## config.mk

```make
export PLATFORM = sky130hd
export DESIGN_NAME = async_serial_receiver
export DESIGN_NICKNAME = d
export VERILOG_FILES = /design/src/design/async_rx_pkg.sv /design/src/design/async_serial_receiver.sv /design/src/design/baud_tick_gen.sv
export SDC_FILE = /design/constraint.sdc
export NUM_CORES = 1
export LEC_CHECK = 0
export BUFFER_PORTS_ARGS = -buffer_cell sky130_fd_sc_hd__buf_2
export CORE_ASPECT_RATIO = 0.6
export CORE_MARGIN = 3
export CORE_UTILIZATION = 25
export DETAILED_ROUTE_END_ITERATION = 12
export HOLD_SLACK_MARGIN = 0.03
export PLACE_DENSITY = 0.42
export SKIP_CTS_REPAIR_TIMING = 1
export SYNTH_ARGS = -nofsm -noshare
export SYNTH_HDL_FRONTEND = slang
export SYNTH_HIERARCHICAL = 1
export SYNTH_SLANG_ARGS = --single-unit
export TNS_END_PERCENT = 100
```

## constraint.sdc

```tcl
create_clock -name clock -period 3.15 [get_ports clock]
set_input_delay 0.315 -clock clock [delete_from_list [all_inputs] [get_ports clock]]
set_output_delay 0.315 -clock clock [all_outputs]
set_load 0.01 [all_outputs]
```

## src/design/async_rx_pkg.sv

```systemverilog
// Constants, register map and types shared by the asynchronous serial receiver.
package async_rx_pkg;

    localparam int unsigned CLK_HZ     = 50_000_000;
    localparam int unsigned OVERSAMPLE = 16;
    localparam int unsigned FIFO_DEPTH = 2;
    localparam int unsigned DIV_W      = 16;

    // Tick index within a bit at which a bit is decided.
    // Samples 7, 8 and 9 are voted, so the vote is centred on the half-bit point.
    localparam logic [3:0] HALF_BIT    = 4'h8;
    localparam logic [3:0] DECIDE_TICK = 4'h9;
    localparam logic [3:0] EDGE_TICK   = 4'h0;

    // Register byte offsets.
    localparam logic [4:0] CTRL_OFS    = 5'h00;
    localparam logic [4:0] STATUS_OFS  = 5'h04;
    localparam logic [4:0] DATA_OFS    = 5'h08;
    localparam logic [4:0] BAUD_OFS    = 5'h0C;
    localparam logic [4:0] IRQ_ST_OFS  = 5'h10;
    localparam logic [4:0] IRQ_CLR_OFS = 5'h14;
    localparam logic [4:0] IRQ_EN_OFS  = 5'h18;

    // Control register fields.
    localparam int unsigned CTRL_RX_CONTINUOUS_ENABLE_BIT = 0;
    localparam int unsigned CTRL_SERIAL_PORT_ENABLE_BIT = 1;
    localparam int unsigned CTRL_SYNC_BIT = 2;
    localparam int unsigned CTRL_NINE_BIT = 3;
    localparam logic [3:0]  CTRL_RST      = 4'h0;

    // Status register fields.
    localparam int unsigned STAT_PEND_BIT = 0;
    localparam int unsigned STAT_CNT_LSB  = 1;
    localparam int unsigned STAT_FERR_BIT = 3;

    // Data register: character in bits 8:0, its framing error in bit 9.
    localparam int unsigned DATA_FERR_BIT = 9;

    // Baud divisor: one oversample tick every (divisor + 1) clocks.
    localparam logic [15:0] BAUD_RST = 16'h0144;

    // Interrupt status, clear and enable share this layout.
    localparam int unsigned IRQ_RX_BIT   = 0;
    localparam int unsigned IRQ_FERR_BIT = 1;
    localparam int unsigned IRQ_OVR_BIT  = 2;
    localparam logic [2:0]  IRQ_RST      = 3'h0;

    localparam logic [1:0] RESP_OKAY   = 2'h0;
    localparam logic [1:0] RESP_SLVERR = 2'h2;

    typedef enum logic [1:0] {RX_IDLE, RX_START, RX_DATA, RX_STOP} rx_state_t;

endpackage

```

## src/design/async_serial_receiver.sv

```systemverilog
// Asynchronous serial receiver with two-entry FIFO behind an AXI4-Lite slave.
//
// What this block does
// - The line is sampled at sixteen ticks per bit while the shift register moves once per bit.
// - A finished eight- or nine-bit character moves whole into a FIFO of two entries.
// - With two unread characters held, reception of a third may still begin.
// - Software sees characters only through the receive data register, never the shifter.
// - Reception runs only with continuous enable 1, sync mode 0 and port enable 1.
// - A character starts on a falling edge of the line; the start bit is low.
// - Half a bit after the edge the line is checked to be still low.
// - A start bit found high at its middle is dropped silently and the search resumes.
// - Each data bit is taken one bit time apart by majority vote into the shifter.
// - The stop bit is sampled one bit after the last data bit; low marks a framing error.
// - After the stop bit the character enters the FIFO unless it is full, and the pending flag is raised.
// - Reading the data register returns the oldest character and removes it.
// - The pending flag is read-only and shows an unread character while enabled.
//
// The AXI4-Lite slave port and the address map are this design's own decisions.
`timescale 1ns/1ps
module async_serial_receiver
    import async_rx_pkg::*;
#(
    parameter int unsigned DEPTH = FIFO_DEPTH
) (
    // Clock and reset
    input  wire logic        clock,
    input  wire logic        rstn,
    // Serial line
    input  wire logic        rx_input_pin,
    // AXI4-Lite write address and data
    input  wire logic [4:0]  s_axi_awaddr,
    input  wire logic        s_axi_awvalid,
    output logic             s_axi_awready,
    input  wire logic [31:0] s_axi_wdata,
    input  wire logic [3:0]  s_axi_wstrb,
    input  wire logic        s_axi_wvalid,
    output logic             s_axi_wready,
    // AXI4-Lite write response
    output logic [1:0]       s_axi_bresp,
    output logic             s_axi_bvalid,
    input  wire logic        s_axi_bready,
    // AXI4-Lite read
    input  wire logic [4:0]  s_axi_araddr,
    input  wire logic        s_axi_arvalid,
    output logic             s_axi_arready,
    output logic [31:0]      s_axi_rdata,
    output logic [1:0]       s_axi_rresp,
    output logic             s_axi_rvalid,
    input  wire logic        s_axi_rready,
    // Interrupt
    output logic             irq
);

    localparam int unsigned PW = (DEPTH > 1) ? $clog2(DEPTH) : 1;
    localparam int unsigned CW = $clog2(DEPTH + 1);

    function automatic logic maj3(input logic a, input logic b, input logic c);
        maj3 = (a & b) | (a & c) | (b & c);
    endfunction

    // Control and configuration state.
    logic [3:0]  ctrl_ff;
    logic [15:0] baud_ff;
    logic [2:0]  irq_st_ff;
    logic [2:0]  irq_en_ff;

    logic rx_continuous_enable;
    logic serial_port_enable;
    logic run;
    assign rx_continuous_enable = ctrl_ff[CTRL_RX_CONTINUOUS_ENABLE_BIT];
    assign serial_port_enable   = ctrl_ff[CTRL_SERIAL_PORT_ENABLE_BIT];
    assign run = rx_continuous_enable & serial_port_enable & ~ctrl_ff[CTRL_SYNC_BIT];

    logic tick;
    baud_tick_gen #(.W(DIV_W)) u_baud (
        .clock   (clock),
        .rstn    (rstn),
        .divisor (baud_ff),
        .tick    (tick)
    );

    // Line synchroniser and three-sample history.
    logic       rx_meta_ff;
    logic       rx_sync_ff;
    logic [1:0] hist_ff;
    always_ff @(posedge clock or negedge rstn) begin
        if (!rstn) begin
            rx_meta_ff <= 1'b1;
            rx_sync_ff <= 1'b1;
        end else begin
            rx_meta_ff <= rx_input_pin;
            rx_sync_ff <= rx_meta_ff;
        end
    end

    always_ff @(posedge clock or negedge rstn) begin
        if (!rstn) begin
            hist_ff <= 2'h3;
        end else if (tick) begin
            hist_ff <= {hist_ff[0], rx_sync_ff};
        end
    end

    logic fall;
    logic maj;
    assign fall = tick & hist_ff[0] & ~rx_sync_ff;
    assign maj  = maj3(hist_ff[1], hist_ff[0], rx_sync_ff);

    // Receive state machine.
    rx_state_t  state_ff;
    logic [3:0] tcnt_ff;
    logic [3:0] bit_ff;
    logic [8:0] receive_shift_reg;
    logic       decide;
    logic       push;
    logic       pop;
    logic [3:0] nbits;
    assign decide = tick & (tcnt_ff == DECIDE_TICK);
    assign push   = (state_ff == RX_STOP) & decide & run;
    assign nbits  = ctrl_ff[CTRL_NINE_BIT] ? 4'h9 : 4'h8;

    always_ff @(posedge clock or negedge rstn) begin
        if (!rstn) begin
            state_ff <= RX_IDLE;
            tcnt_ff  <= EDGE_TICK;
            bit_ff   <= 4'h0;
        end else if (!run) begin
            state_ff <= RX_IDLE;
            tcnt_ff  <= EDGE_TICK;
        end else begin
            if (tick) begin
                tcnt_ff <= tcnt_ff + 4'h1;
            end
            case (state_ff)
                RX_IDLE: begin
                    // A full FIFO does not hold off a new start.
                    if (fall) begin
                        state_ff <= RX_START;
                        tcnt_ff  <= EDGE_TICK + 4'h1;
                    end
                end
                RX_START: begin
                    if (decide) begin
                        state_ff <= maj ? RX_IDLE : RX_DATA;
                        bit_ff   <= 4'h0;
                    end
                end
                RX_DATA: begin
                    if (decide) begin
                        bit_ff <= bit_ff + 4'h1;
                        if (bit_ff == nbits - 4'h1) begin
                            state_ff <= RX_STOP;
                        end
                    end
                end
                RX_STOP: begin
                    if (decide) begin
                        state_ff <= RX_IDLE;
                    end
                end
                default: state_ff <= RX_IDLE;
            endcase
        end
    end

    always_ff @(posedge clock or negedge rstn) begin
        if (!rstn) begin
            receive_shift_reg <= 9'h000;
        end else if (state_ff == RX_DATA && decide) begin
            receive_shift_reg <= {maj, receive_shift_reg[8:1]};
        end
    end

    // Two-entry FIFO: character plus its framing error bit.
    logic [9:0]    fifo_mem [DEPTH];
    logic [PW-1:0] wr_ptr_ff;
    logic [PW-1:0] rd_ptr_ff;
    logic [CW-1:0] fifo_cnt_ff;
    logic          fifo_full;
    logic [8:0]    rx_char;
    assign fifo_full = (fifo_cnt_ff == CW'(DEPTH));
    assign rx_char   = ctrl_ff[CTRL_NINE_BIT] ? receive_shift_reg
                                              : {1'b0, receive_shift_reg[8:1]};

    function automatic logic [PW-1:0] ptr_inc(input logic [PW-1:0] p);
        ptr_inc = (p == PW'(DEPTH - 1)) ? '0 : p + 1'b1;
    endfunction

    // An overflowing character is discarded so unread ones are never corrupted.
    always_ff @(posedge clock) begin
        if (push && !fifo_full) begin
            fifo_mem[wr_ptr_ff] <= {~maj, rx_char};
        end
    end

    always_ff @(posedge clock or negedge rstn) begin
        if (!rstn) begin
            wr_ptr_ff   <= '0;
            rd_ptr_ff   <= '0;
            fifo_cnt_ff <= '0;
        end else begin
            if (push && !fifo_full) begin
                wr_ptr_ff <= ptr_inc(wr_ptr_ff);
            end
            if (pop) begin
                rd_ptr_ff <= ptr_inc(rd_ptr_ff);
            end
            fifo_cnt_ff <= fifo_cnt_ff + CW'(push && !fifo_full) - CW'(pop);
        end
    end

    logic rx_pending_flag;
    assign rx_pending_flag = rx_continuous_enable & (fifo_cnt_ff != '0);

    // AXI4-Lite write path.
    logic        aw_have_ff;
    logic        w_have_ff;
    logic [4:0]  awaddr_ff;
    logic [31:0] wdata_ff;
    logic        wr_go;
    logic        wr_hit;
    assign wr_go  = aw_have_ff & w_have_ff & ~s_axi_bvalid;
    assign wr_hit = (awaddr_ff == CTRL_OFS) | (awaddr_ff == BAUD_OFS)
                  | (awaddr_ff == IRQ_CLR_OFS) | (awaddr_ff == IRQ_EN_OFS);

    always_ff @(posedge clock or negedge rstn) begin
        if (!rstn) begin
            aw_have_ff <= 1'b0;
            w_have_ff  <= 1'b0;
            awaddr_ff  <= 5'h00;
            wdata_ff   <= 32'h0000_0000;
            s_axi_bvalid <= 1'b0;
            s_axi_bresp  <= RESP_OKAY;
            s_axi_awready <= 1'b1;
            s_axi_wready  <= 1'b1;
        end else begin
            if (s_axi_awvalid && s_axi_awready) begin
                aw_have_ff    <= 1'b1;
                s_axi_awready <= 1'b0;
                awaddr_ff     <= s_axi_awaddr;
            end else if (wr_go) begin
                aw_have_ff    <= 1'b0;
                s_axi_awready <= 1'b1;
            end
            if (s_axi_wvalid && s_axi_wready) begin
                w_have_ff    <= 1'b1;
                s_axi_wready <= 1'b0;
                wdata_ff     <= s_axi_wdata;
            end else if (wr_go) begin
                w_have_ff    <= 1'b0;
                s_axi_wready <= 1'b1;
            end
            if (wr_go) begin
                s_axi_bvalid <= 1'b1;
                s_axi_bresp  <= wr_hit ? RESP_OKAY : RESP_SLVERR;
            end else if (s_axi_bready) begin
                s_axi_bvalid <= 1'b0;
            end
        end
    end

    // Byte lane 0 carries every writable field except the upper baud byte, which lane 1 carries.
    logic [3:0] strb_ff;
    always_ff @(posedge clock or negedge rstn) begin
        if (!rstn) begin
            strb_ff <= 4'h0;
        end else if (s_axi_wvalid && s_axi_wready) begin
            strb_ff <= s_axi_wstrb;
        end
    end

    always_ff @(posedge clock or negedge rstn) begin
        if (!rstn) begin
            ctrl_ff   <= CTRL_RST;
            baud_ff   <= BAUD_RST;
            irq_en_ff <= IRQ_RST;
        end else if (wr_go) begin
            if (strb_ff[0] && awaddr_ff == CTRL_OFS) begin
                ctrl_ff <= wdata_ff[3:0];
            end
            if (strb_ff[0] && awaddr_ff == BAUD_OFS) begin
                baud_ff[7:0] <= wdata_ff[7:0];
            end
            if (strb_ff[1] && awaddr_ff == BAUD_OFS) begin
                baud_ff[15:8] <= wdata_ff[15:8];
            end
            if (strb_ff[0] && awaddr_ff == IRQ_EN_OFS) begin
                irq_en_ff <= wdata_ff[2:0];
            end
        end
    end

    // Sticky events; a new event wins over a clear in the same cycle.
    logic [2:0] irq_ev;
    logic [2:0] irq_clr;
    assign irq_ev  = {push & fifo_full, push & ~maj, push};
    assign irq_clr = (wr_go && strb_ff[0] && awaddr_ff == IRQ_CLR_OFS) ? wdata_ff[2:0] : 3'h0;
    always_ff @(posedge clock or negedge rstn) begin
        if (!rstn) begin
            irq_st_ff <= IRQ_RST;
            irq       <= 1'b0;
        end else begin
            irq_st_ff <= (irq_st_ff & ~irq_clr) | irq_ev;
            irq       <= |(irq_st_ff & irq_en_ff);
        end
    end

    // AXI4-Lite read path.
    logic [31:0] rd_word;
    logic        rd_hit;
    logic [9:0]  fifo_top;
    assign fifo_top = fifo_mem[rd_ptr_ff];
    assign pop = s_axi_arvalid & s_axi_arready & (s_axi_araddr == DATA_OFS)
               & (fifo_cnt_ff != '0);

    always_comb begin
        rd_word = 32'h0000_0000;
        rd_hit  = 1'b1;
        case (s_axi_araddr)
            CTRL_OFS:   rd_word[3:0] = ctrl_ff;
            STATUS_OFS: begin
                rd_word[STAT_PEND_BIT] = rx_pending_flag;
                rd_word[STAT_CNT_LSB +: 2] = 2'(fifo_cnt_ff);
                rd_word[STAT_FERR_BIT] = (fifo_cnt_ff != '0) & fifo_top[DATA_FERR_BIT];
            end
            DATA_OFS:   rd_word[9:0] = (fifo_cnt_ff != '0) ? fifo_top : 10'h000;
            BAUD_OFS:   rd_word[15:0] = baud_ff;
            IRQ_ST_OFS: rd_word[2:0] = irq_st_ff;
            IRQ_CLR_OFS: rd_word = 32'h0000_0000;
            IRQ_EN_OFS: rd_word[2:0] = irq_en_ff;
            default:    rd_hit = 1'b0;
        endcase
    end

    always_ff @(posedge clock or negedge rstn) begin
        if (!rstn) begin
            s_axi_arready <= 1'b1;
            s_axi_rvalid  <= 1'b0;
            s_axi_rdata   <= 32'h0000_0000;
            s_axi_rresp   <= RESP_OKAY;
        end else if (s_axi_arvalid && s_axi_arready) begin
            s_axi_arready <= 1'b0;
            s_axi_rvalid  <= 1'b1;
            s_axi_rdata   <= rd_word;
            s_axi_rresp   <= rd_hit ? RESP_OKAY : RESP_SLVERR;
        end else if (s_axi_rvalid && s_axi_rready) begin
            s_axi_arready <= 1'b1;
            s_axi_rvalid  <= 1'b0;
        end
    end
endmodule

```

## src/design/baud_tick_gen.sv

```systemverilog
// Divider that turns the system clock into the sixteen-times-baud tick.
`timescale 1ns/1ps
module baud_tick_gen
    import async_rx_pkg::*;
#(
    parameter int unsigned W = DIV_W
) (
    // Clock and reset
    input  wire logic         clock,
    input  wire logic         rstn,
    // Divisor and tick
    input  wire logic [W-1:0] divisor,
    output logic              tick
);

    logic [W-1:0] cnt_ff;

    // Reloading at zero means a new divisor takes effect after the running period.
    always_ff @(posedge clock or negedge rstn) begin
        if (!rstn) begin
            cnt_ff <= '0;
            tick   <= 1'b0;
        end else if (cnt_ff == '0) begin
            cnt_ff <= divisor;
            tick   <= 1'b1;
        end else begin
            cnt_ff <= cnt_ff - 1'b1;
            tick   <= 1'b0;
        end
    end

endmodule
```

After elaboration in Yosys (flattened, before gate mapping)
Memories as Yosys holds them, arrays and structs flattened.
Cells that the tools add are included.
Word-level totals
  bits in latches: 0
  output and inout bits: 42
  flip-flop bits (word level): 121
  logic and storage cells: 169
  memories: 1
  memory bits (read-only): 0
  bits in writable memories: 20
Memory list
  fifo_mem: depth 2, width 10, rd ports 1, clocked after Yosys merged registers in 0, write ports 1, line async_serial_receiver.sv:175  | logic [9:0] fifo_mem [DEPTH];
Cells by class
  mux-type cells: 44
  reductions and logical operators: 31
  equality and inequality tests: 22
  divide/modulo/power cells: 0
  $add $sub $neg: 8
  bitwise logic cells: 32
  multipliers: 0
  order comparisons: 0
  shifts and indexed selects: 0
Operators with widths (number)
  $eq A5 B5 Y1 const B: 5
  $mux W4: 6
  $and A1 B1 Y1: 19
  $mux W1: 19
  $mux W2: 9
  $pmux W3 S6: 1
  $logic_not A16 Y1: 1
  $mux W16: 1
  $sub A16 B1 Y16 const B: 1
  $eq A5 B4 Y1 const B: 3
  $ne A3 B3 Y1 const B: 5
  $logic_and A1 B1 Y1: 12
  $pmux W6 S2: 1
  $reduce_bool A2 Y1: 6
  $logic_not A5 Y1: 2
  $mux W10: 1
  $mux W9: 1
  $add A4 B1 Y4 const B: 2
  $pmux W2 S4: 1
  $pmux W4 S2: 1
  $reduce_and A2 Y1: 4
  $reduce_or A7 Y1: 1
  $and A3 B3 Y3: 2
  $eq A2 B2 Y1 const B: 3
  21 further kinds: 30

Depth between registers and ports, before layout
Gate-level depths: netlist of run 1.
  depth in word-level cells: 8
  mapped depth: 9
  depth with buffers taken out: 9

Hierarchy
The synthesis of run 1 kept the hierarchy.
By module, submodules not included
  async_serial_receiver: area each 5455.2 um2, cells an instance 431, times used 1, sequential area each 3165.5 um2
  baud_tick_gen: area each 935.9 um2, cells an instance 102, times used 1, sequential area each 425.4 um2

Worst setup path after synthesis of run 1
Ideal clock, no wire load.
  path kind: register to register
  start: register tcnt_ff[1]
  end: memory fifo_mem[1][0] (enable)
  library setup time: 392 ps
  arrival: 1906 ps
  data required time: 2758 ps
  clock period less this slack: 2299 ps
  path buffers: 0
  cell stages (with the launch flop): 6
  path slack: 851 ps
  cells stage by stage: dfrtp_1 -> inv_1 -> ha_1 -> and4b_1 -> nand4_1 -> nor3b_1
On the way
  cells in the longest elaborated chain, start to end: 7
RTL lines
  start, declared: line async_serial_receiver.sv:111  | logic [3:0] tcnt_ff;
  start signal, assigned: line async_serial_receiver.sv:132  | tcnt_ff <= tcnt_ff + 4'h1;
  start signal, assigned: line async_serial_receiver.sv:139  | tcnt_ff <= EDGE_TICK + 4'h1;
  $eq A4 B4 Y1: line async_serial_receiver.sv:118  | assign decide = tick & (tcnt_ff == DECIDE_TICK);
  $and A1 B1 Y1: line async_serial_receiver.sv:118
  $and A1 B1 Y1 (2 in a row): line async_serial_receiver.sv:119  | assign push = (state_ff == RX_STOP) & decide & run;
  $logic_and A1 B1 Y1: line async_serial_receiver.sv:191  | if (push && !fifo_full) begin
  $mux W1: line async_serial_receiver.sv:191
  $mux W1 (not written as such): line async_serial_receiver.sv:192  | fifo_mem[wr_ptr_ff] <= {~maj, rx_char};
  end, declared: line async_serial_receiver.sv:175
No other way between the ends.

Worst setup path in the final report of run 1
  start: register u_baud.cnt_ff[6]
  end: register u_baud.cnt_ff[5]
On the way
  cells in the longest elaborated chain, start to end: 2
RTL lines
  start, declared: line baud_tick_gen.sv:16  | logic [W-1:0] cnt_ff;
  start signal, assigned: line baud_tick_gen.sv:24  | cnt_ff <= divisor;
  start signal, assigned: line baud_tick_gen.sv:27  | cnt_ff <= cnt_ff - 1'b1;
  $logic_not A16 Y1: line baud_tick_gen.sv:23  | end else if (cnt_ff == '0) begin
  $mux W16: line baud_tick_gen.sv:23
No other way between the ends.
A chain may end at the register's enable or synchronous reset.

==> summary.md, run 1 <==
| Metric | Value |
|---|---|
| Status | `completed` |
| Warning count from the yosys run | `6` |
| Final hold viol count | `0` |
| Worst setup EP type | `flop` |
| Core area | `0.0247 mm²` |
| Die ar. | `0.0276 mm²` |
| Inserted Diodes | `0` |
| CTS tree | `built` |
| Post-synth top area cell | `dfrtp_1` |
| Area grow syn2layout | `17.9%` |
| Arrival @ worst endpoint | `2.51 ns` |
| DIE WIDTH | `212 µm` |
| Yosys reg bits | `139` |
| GRT Total Usage | `0.119` |
| Startpoint type of the worst setup path | `flop` |
| Largest net degree at the start of global routing | `51` |
| Port Buffers | `59` |
| Max-Cap Viols | `0` |
| Final Util | `0.305` |
| Top cell type's share of synthesized area | `0.427` |
| Critical Path End | `u_baud/cnt_ff[5]` |
| HP Class | `in -> reg` |
| Vias in the first global route | `4414` |
| Clk root buf | `clkbuf_16` |
| Ports | `96` |
| Post-route ant nets | `0` |
| Initial core utilization | `0.259` |
| Final min period | `2.22 ns` |
| FF-to-FF path depth | `4` |
| DR vias/cell | `4.59` |
| Async SR Flop Fraction | `0.856` |
| Area contributors post-synth | `dfrtp_1, mux2_2, edfxtp_1` |
| Crit path from | `u_baud/cnt_ff[6]` |
| Total CTS buffers | `17` |
| Layout cell share with drive strength beyond 1 | `0.297` |
| Max reg flops | `20` |
| Worst VDD drop | `0.000339 V` |
| DP HPWL | `11400 µm` |
| FF+latch area | `0.00359 mm²` |
| Critical Path RT | `3.44 ns` |
| Detailed Routing Iterations Pass 1 | `4` |
| Fin. max-slew vios | `0` |
| Buffer levels on the longest clock path | `2` |
| Vias | `4277` |
| Clock transition at path regs | `0.06 ns` |
| Die Y | `130 µm` |
| Initial DRC Count | `305` |
| Adder-Cell Fraction of Synth Area | `0.0133` |
| Synth Area in Compound Gates | `0.0828` |
| Syn_area_per_cell | `12.0 µm²` |
| Area post-placement | `0.00698 mm²` |
| DR DRC count | `0` |
| Reg2Reg Launch Point | `u_baud/cnt_ff[6]` |
| Most used DFF post-synth | `dfrtp_1` |
| Worst-Skew Late Latency | `0.41 ns` |
| Multiplexer share of the synthesized area | `0.141` |
| Netlist Area Pre-Place | `0.00639 mm²` |
| Synth Area in XOR/XNOR | `0.0260` |
| Final period utilization | `0.705` |
| P_leak | `0.00333 µW` |
| Sequential area share after synthesis | `0.562` |
| Largest family of logic cells by synthesized area | `multiplexers` |
| Simple-Gate Fraction of Synth Area | `0.130` |
| R2r setup slk | `0.93 ns` |
| Routed len/inst | `16.6 µm` |
| Nets | `656` |
| Max transition margin | `0.345` |
| H-tree depth | `4` |
| Row cnt | `44` |
| Achievable frequency | `0.450 GHz` |
| Netlist cell types | `64` |
| Setup CP Type | `reg -> reg` |
| # setup viols final | `0` |
| RSZ-0062 raised after global routing | `no` |
| GR Overflow Total | `0` |
| Post-Route WL | `15500 µm` |
| Pwr per Cell Area | `742 mW/mm²` |
| Reg with most FFs | `fifo_mem` |
| Peak fanout along the critical path | `14` |
| Slew @ Worst Pin | `0.980 ns` |
| Initial antenna violation count | `0` |
| Post-route setup TNS | `0 ns` |
| Final non-filler cell area | `0.00753 mm²` |
| EDFF count, synth | `20` |
| Mapped Cells | `533` |
| Layout Skew | `0.00885 ns` |
| First-pass GRT wire length | `24900 µm` |
| Footprint of the multi-input gates | `0.00258 mm²` |
| Fill cell count | `2517` |
| Worst r2r dst | `u_baud/cnt_ff[5]` |
| Clk sink count | `139` |
| GPL Wtd Cong | `0.775` |
==> critical path: stages, from the launching register on <==
cell,delay [ns]
dfrtp_1,0.41
nor2_1,0.44
and4_1,0.34
nand3b_1,0.51
o21a_1,0.39
==> worst min path at each step <==
stage,endpoint,slack (ns),depth (start not counted),startpoint
after floorplan,aw_have_ff,0.02,0,rstn
after global placement,wdata_ff[5],0.35,1,rstn
after detailed placement,rx_sync_ff,0.35,0,rx_meta_ff
after CTS,wdata_ff[5],-0.09,1,rstn
after global routing,s_axi_awready,0.04,2,s_axi_awvalid
final,s_axi_awready,0.05,2,s_axi_awvalid
==> final cells by class <==
cell class | count | area share
multi-input combinational | 359 | 0.342
tap | 322 | 0.0535
sequential | 139 | 0.477
clock buffer | 19 | 0.0575
clock inverter | 13 | 0.0135
timing repair buffer | 69 | 0.0518
inverter | 10 | 0.00498
==> through the flow <==
| step | power [µW] | worst slack (ns) | std cells | hold slack [ns] |
|---|---|---|---|---|
| 3_5_place_dp | 3790 | 0.861 | 897 | 0.347 |
| 2_1_floorplan | 3360 | 0.851 | 550 | 0.0194 |
| 3_3_place_gp | 3740 | 0.882 | 897 | 0.346 |
| 6_report | 5590 | 0.930 | 931 | 0.0549 |
| 4_1_cts | 5670 | 0.973 | 929 | -0.0862 |
| 5_1_grt | 5950 | 0.758 | 931 | 0.0382 |
==> metal layers <==
layer	GRT usage	up-vias	wire, µm
li1	-	2019	-
met1	0.183	2141	8300
met2	0.161	101	6120
met3	0.0288	16	829
met4	0.0387	0	208
met5	0	-	0
==> cells in the mapped netlist, types with 3 or more instances <==
cell type  instances
clkbuf_1          13
xor2_1            13
nand2_1           36
ha_1               6
o22ai_1            5
nor3_1             7
o21ai_0           15
o2bb2ai_1          3
inv_1             10
nor2_1            38
and3_1             4
edfxtp_1          20
o31ai_1            3
nor3b_1            4
a31oi_1            3
nand4_1           10
mux2_2            70
nor2b_1            8
dfrtp_1          109
and3b_1            3
o21a_1             4
nand3_1           13
buf_2              6
o41ai_1            4
nand3b_1           4
a21oi_1           27
buf_4             22
mux2i_1           11
dfstp_2           10
nand4b_1           4
xnor2_1            6
==> power by group <==
part           total, µW  switching [µW]  internal, µW
Sequential          2700             442          2260
Combinational       1060             508           548
Clock               1840             761          1070
==> kinds of logic (layout without fill, tap and decap cells) <==
kind of cell | Yosys count | in the layout
muxes | 81 | 81
buffers and inverters | 52 | 111
DFF | 139 | 139
xor gates and xnor gates | 19 | 19
adders and majority gates | 7 | 7
and+or+nand+nor | 152 | 152
AOI/OAI and AO/OA | 82 | 82
other | 1 | 18
==> cells in the final DEF (no fill, tap or decap), types with 4 or more instances in the layout <==
master	instances
nand3_1	13
nand4b_1	4
inv_1	10
clkbuf_16	17
xnor2_1	6
nand3b_1	4
a21oi_1	27
nor3b_1	4
o22ai_1	5
dfrtp_1	109
edfxtp_1	20
clkinv_1	4
buf_4	8
and3_1	4
ha_1	6
o21ai_0	15
dfstp_2	10
xor2_1	13
o21a_1	4
nor2_1	38
nand2_1	36
conb_1	18
nor3_1	7
nand4_1	10
o41ai_1	4
buf_2	58
nor2b_1	8
mux2i_1	11
mux2_2	70
No activity file was read; power rests on OpenSTA's default activity.
==> run 2, diff against run 1 <==
ABC_AREA = 1   (was not set)
clock period = 2.1 ns   (was 3.15 ns; I/O delays follow)
==> run 2 against run 1 <==
Compared with the run above: global-route usage increased by 0.089 points; clock power increased by 54%; highest routed layer unchanged; critical path depth increased by 3.
==> summary.md, run 2 <==
| Metric | Value |
|---|---|
| Grt met3 use | `0.0458` |
| Final period utilization | `0.896` |
| Port Buffers | `59` |
| Reg2Reg Launch Point | `s_axi_arready` |
| Initial core utilization | `0.258` |
| Area contributors post-synth | `dfrtp_1, nand2_1, edfxtp_1` |
| Detailed Routing Iterations Pass 1 | `5` |
| DP HPWL | `12300 µm` |
| GR Util met1 | `0.199` |
| Commonest non-fill, non-tap cells in the layout | `nand2_1, dfrtp_1, inv_1` |
| Crit path from | `s_axi_arready` |
| Most common cell after layout, fill and taps aside | `nand2_1` |
| CTS tree | `built` |
| Top cell type's share of synthesized area | `0.412` |
| Final hold viol count | `0` |
| Slowest cell on the critical path | `dfstp_2` |
| CP Depth | `7` |
| Max-Cap Viols | `0` |
| Fill cell count | `2790` |
| Met2 GRT Util | `0.134` |
| Area grow syn2layout | `21.9%` |
| Netlist Area Pre-Place | `0.00662 mm²` |
| Clock transition at path regs | `0.06 ns` |
| Max reg flops | `20` |
| CP peak stage delay | `0.54 ns` |
| Worst r2r dst | `fifo_cnt_ff[1]` |
| Pwr per Cell Area | `1120 mW/mm²` |
| Setup WS post-layout | `0.218 ns` |
| Layout cell share with drive strength beyond 1 | `0.197` |
| Inserted Diodes | `0` |
| Net Switching | `3160 µW` |
| Clk sink count | `139` |
| Setup Slack @ Placement | `0.236 ns` |
| Most used DFF post-synth | `dfrtp_1` |
| Area post-placement | `0.00735 mm²` |
| Vias in the first global route | `4489` |
| FF-to-FF path depth | `7` |
| GR Overflow Total | `0` |
| HP Class | `in -> reg` |
| Syn_area_per_cell | `8.87 µm²` |
| Setup CP Type | `reg -> reg` |
| Yosys reg bits | `139` |
| Critical Path RT | `2.42 ns` |
| CP dominant cell by count | `nand2_1` |
| Layout Cells excl Fill | `1206` |
| Netlist cell types | `42` |
| Final min period | `1.88 ns` |
| Initial DRC Count | `294` |
| Worst-Skew Late Latency | `0.43 ns` |
| Warning count from the yosys run | `6` |
| Peak fanout along the critical path | `4` |
| Max transition margin | `0.496` |
| Post-synth top area cell | `dfrtp_1` |
| Clk root buf | `clkbuf_16` |
| DR DRC count | `0` |
| H-tree depth | `4` |
| Row cnt | `45` |
| Sw Share | `0.349` |
| Final non-filler cell area | `0.00807 mm²` |
| DR vias/cell | `4.08` |
| EDFF count, synth | `20` |
| Status | `completed` |
| Worst setup EP type | `flop` |
| Largest net degree at the start of global routing | `37` |
| R2r setup slk | `0.22 ns` |
| GRT Total Usage | `0.120` |
| CP cell instances | `nand2_1, nor3_2, xnor2_1, ha_1, xor2_1, nand3b_1, nand2_1` |
| Fin. max-slew vios | `0` |
| Die Y | `132 µm` |
| Vias | `4917` |
| Ports | `96` |
| GRT busiest layer | `met1` |
| Routed len/inst | `13.5 µm` |
| Achievable frequency | `0.531 GHz` |
| Arrival @ worst endpoint | `2.20 ns` |
| Async SR Flop Fraction | `0.856` |
| Slew @ Worst Pin | `0.756 ns` |
| Post-route ant nets | `0` |
| Buffer levels on the longest clock path | `2` |
| P_int | `5900 µW` |
| Crit path buf inv count | `0` |
| Reg with most FFs | `fifo_mem` |
| Post-route setup TNS | `0 ns` |
| GPL Wtd Cong | `0.805` |
| Sequential Power Share | `0.433` |
| Die ar. | `0.0285 mm²` |
| Layout Skew | `0.0105 ns` |
| Clock power frac | `0.313` |
| Initial antenna violation count | `0` |
| Startpoint type of the worst setup path | `flop` |
| Most common cell in the synthesized netlist | `nand2_1` |
| First-pass GRT wire length | `26100 µm` |
| Mapped Cells | `747` |
| Worst VDD drop | `0.000528 V` |
| P_leak | `0.00381 µW` |
| RSZ-0062 raised after global routing | `no` |
| Delay-heaviest family, CP | `simple AND/OR/NAND/NOR gates` |
| DIE WIDTH | `216 µm` |
| # setup viols final | `0` |
| Critical Path End | `fifo_cnt_ff[1]` |
| Post-Route WL | `16300 µm` |
| Core area | `0.0257 mm²` |
| Nets | `901` |
| Combinational share of power | `0.254` |
| Most instantiated cells after synthesis | `nand2_1, dfrtp_1, inv_1` |
| Placed cells | `1158` |
| Sequential area share after synthesis | `0.542` |
| Total CTS buffers | `17` |
## run 2: cell types whose count changed after synthesis, sizes merged, moves of 7 or more
cell / previous run / this run
nand2: 37 / 193
inv: 10 / 86
mux2: 70 / 4
o21ai: 15 / 69
nor2: 38 / 91
nand3: 13 / 39
nand4: 10 / 18
nor2b: 8 / 0
mux2i: 11 / 4
## run 2: stage by stage
| stage | power (µW) | hold WS (ns) | utilization |
|---|---|---|---|
| 2_1_floorplan | 5500 | -0.0856 | - |
| 3_3_place_gp | 6250 | 0.208 | 0.286 |
| 3_5_place_dp | 6280 | 0.209 | 0.286 |
| 4_1_cts | 9180 | -0.265 | 0.308 |
| 5_1_grt | 9740 | 0.0318 | 0.314 |
| 6_report | 9060 | 0.0254 | 0.314 |
## run 2: cell families (layout without fill, tap and decap cells)
group,Yosys count,after routing,synth area share
xor gates and xnor gates,16,16,0.0212
other,1,18,0.000566
DFF,139,139,0.542
muxes,8,8,0.0128
and+or+nand+nor,353,353,0.232
buffers and inverters,124,214,0.0892
adders and majority gates,6,6,0.0113
AOI/OAI and AO/OA,100,100,0.0907
## run 2: worst min path at each step
stage / from / endpoint / slack, ns / depth (start not counted)
floorplan: rstn / aw_have_ff / -0.09 / 0
global placement: rstn / state_ff[1] / 0.21 / 1
detailed placement: rstn / state_ff[1] / 0.21 / 1
CTS: rstn / state_ff[1] / -0.27 / 1
global route: s_axi_wdata[11] / wdata_ff[11] / 0.03 / 3
finish: s_axi_wdata[11] / wdata_ff[11] / 0.03 / 3
## run 2: power groups by stage
stage,Combinational (µW),Sequential [µW],Clock (µW)
after global placement,2290,3970,0
after CTS,2320,3930,2940
final,2300,3920,2840
after global routing,2650,4020,3070
after detailed placement,2310,3970,0
after floorplan,1640,3860,0
## run 2: routing by layer
metal	share of wire	routed length (µm)	vias up
li1	-	-	2554
met1	0.57	9370	2236
met2	0.34	5610	112
met3	0.073	1200	15
met4	0.0096	157	0
met5	0	0	-
## run 2: tightest hold or removal path, stage by stage
cell	delay, ns
buf_2	0.07
nor2_1	0.03
a21oi_1	0.10
## run 2: final cells by class
cell class	instances	area (µm²)	area share
Clock buffer	21	472	0.0584
Clock inverter	11	82.6	0.0102
Inverter	86	323	0.0400
Multi-Input combinational cell	501	2510	0.311
Sequential cell	139	3590	0.445
Tap cell	352	440	0.0546
Timing Repair Buffer	96	653	0.0809
==> run 3, diff against run 2 <==
CORE_UTILIZATION = 57   (was 25)
PLACE_DENSITY = 0.81   (was 0.42)
==> run 3 against run 2 <==
Compared with the run above: sequential cell count stayed put; clock skew is 0.0080 ns higher; worst hold slack worse by 0.0024 ns; clock power is 2% higher; highest routed layer unchanged.
==> summary.md, run 3 (same netlist as run 2, synthesis figures left out) <==
| Metric | Value |
|---|---|
| Worst setup EP type | `flop` |
| Startpoint type of the worst setup path | `flop` |
| Fill cell count | `854` |
| Achievable frequency | `0.516 GHz` |
| Pwr per Cell Area | `1190 mW/mm²` |
| Clock transition at path regs | `0.07 ns` |
| First-pass GRT wire length | `25000 µm` |
| HP Class | `in -> reg` |
| Post-Route WL | `15200 µm` |
| Fin. max-slew vios | `0` |
| Design Power | `9160 µW` |
| Sw Share | `0.359` |
| Total CTS buffers | `17` |
| Critical Path RT | `2.42 ns` |
| P_int | `5870 µW` |
| Detailed Routing Iterations Pass 1 | `5` |
| CP peak stage delay | `0.42 ns` |
| Status | `completed` |
| Largest net degree at the start of global routing | `56` |
| GRT Total Usage | `0.247` |
| # setup viols final | `0` |
| DP HPWL | `10700 µm` |
| Vias | `5285` |
| Clk root buf | `clkbuf_16` |
| Final Util | `0.703` |
| Initial antenna violation count | `0` |
| Sequential Power Share | `0.432` |
| DIE WIDTH | `145 µm` |
| CTS tree | `built` |
| Peak fanout along the critical path | `4` |
| Post-route setup TNS | `0 ns` |
| Inserted Diodes | `0` |
| Max-Cap Viols | `0` |
| CP cell instances | `inv_1, ha_1, nand3_1, nor2_1, nand3_2, xnor2_2, ha_1, xor2_1, nand3b_1, nand2_1` |
| DR DRC count | `0` |
| Combinational share of power | `0.249` |
| Core area | `0.0110 mm²` |
| Port Buffers | `59` |
| Vias in the first global route | `5046` |
| Slew @ Worst Pin | `0.846 ns` |
| Routed len/inst | `15.3 µm` |
| Post-route ant nets | `0` |
| Worst VDD drop | `0.000727 V` |
| Buffer levels on the longest clock path | `2` |
| Layout cell share with drive strength beyond 1 | `0.197` |
| CP dominant cell by count | `ha_1` |
| Slowest cell on the critical path | `dfrtp_1` |
| Reg with most FFs | `fifo_mem` |
| GPL Wtd Cong | `0.899` |
| Nets | `886` |
| Most common cell after layout, fill and taps aside | `nand2_1` |
| Commonest non-fill, non-tap cells in the layout | `nand2_1, dfrtp_1, inv_1` |
| Final hold viol count | `0` |
| Die ar. | `0.0130 mm²` |
| Clock power frac | `0.318` |
| H-tree depth | `4` |
| Worst-Skew Late Latency | `0.43 ns` |
| Clk sink count | `139` |
| DR vias/cell | `5.32` |
| Final min period | `1.94 ns` |
| Max reg flops | `20` |
| GR Overflow Total | `0` |
| Max transition margin | `0.436` |
| Ports | `96` |
| Area grow syn2layout | `16.3%` |
| Layout Skew | `0.0185 ns` |
| Final period utilization | `0.923` |
| Setup CP Type | `reg -> reg` |
| Row cnt | `29` |
| Die Y | `89.5 µm` |
| P_leak | `0.00376 µW` |
| Net Switching | `3280 µW` |
| Initial DRC Count | `444` |
| Initial core utilization | `0.604` |
| Arrival @ worst endpoint | `2.25 ns` |
==> run 3: power by group through the flow <==
stage | sequential [µW] | combinational [µW] | clock [µW]
3_3_place_gp | 3950 | 2130 | 0
5_1_grt | 4050 | 2580 | 3060
3_5_place_dp | 3980 | 2240 | 0
6_report | 3960 | 2280 | 2910
4_1_cts | 3940 | 2270 | 2930
2_1_floorplan | 3860 | 1640 | 0
==> run 3: worst max-delay path: cells and delay by family, from the launching register on <==
family        cells  cell delay, ns
fa+ha+maj         2            0.34
flops             1            0.42
simple gates      5            0.61
xor+xnor          2            0.36
buf+inv           1            0.09
==> run 3: cell type report <==
cell class / instances / area [µm²] / area share
flip-flops and latches: 139 / 3590 / 0.466
multi-input cells: 501 / 2520 / 0.327
repair buffers: 81 / 505 / 0.0656
clock buffers: 18 / 450 / 0.0585
inverters: 86 / 323 / 0.0419
well taps: 155 / 194 / 0.0252
clock inverters: 14 / 120 / 0.0156
==> run 3: path summary, 6_finish.rpt <==
check / from / to / slack (ns) / cells past startpoint
min in group asynchronous: rstn / receive_shift_reg[6] / 0.22 / 2
worst min register to register: rx_meta_ff / rx_sync_ff / 0.37 / 0
worst min-delay path: s_axi_wdata[10] / wdata_ff[10] / 0.02 / 3
worst max-delay path: tcnt_ff[1] / fifo_cnt_ff[1] / 0.16 / 10
max in group asynchronous: rstn / hist_ff[1] / 1.14 / 3
worst max register to register: tcnt_ff[1] / fifo_cnt_ff[1] / 0.16 / 10
==> run 3: per-layer routing <==
layer | track usage | share of wire | up-vias
li1 | - | - | 2519
met1 | 0.348 | 0.47 | 2533
met2 | 0.382 | 0.44 | 213
met3 | 0.0684 | 0.082 | 20
met4 | 0.0767 | 0.011 | 0
met5 | 0 | 0 | -
==> run 3: stage by stage <==
step | area (µm²) | setup WS, ns | cells | hold WS [ns]
after CTS | 7620 | 0.155 | 987 | -0.317
final | 7700 | 0.162 | 994 | 0.0231
after global routing | 7700 | -0.0540 | 994 | 0.0326
after detailed placement | 7050 | 0.229 | 955 | 0.132
after global placement | 7050 | 0.299 | 955 | 0.125
after floorplan | 6690 | 0.0964 | 764 | -0.0856
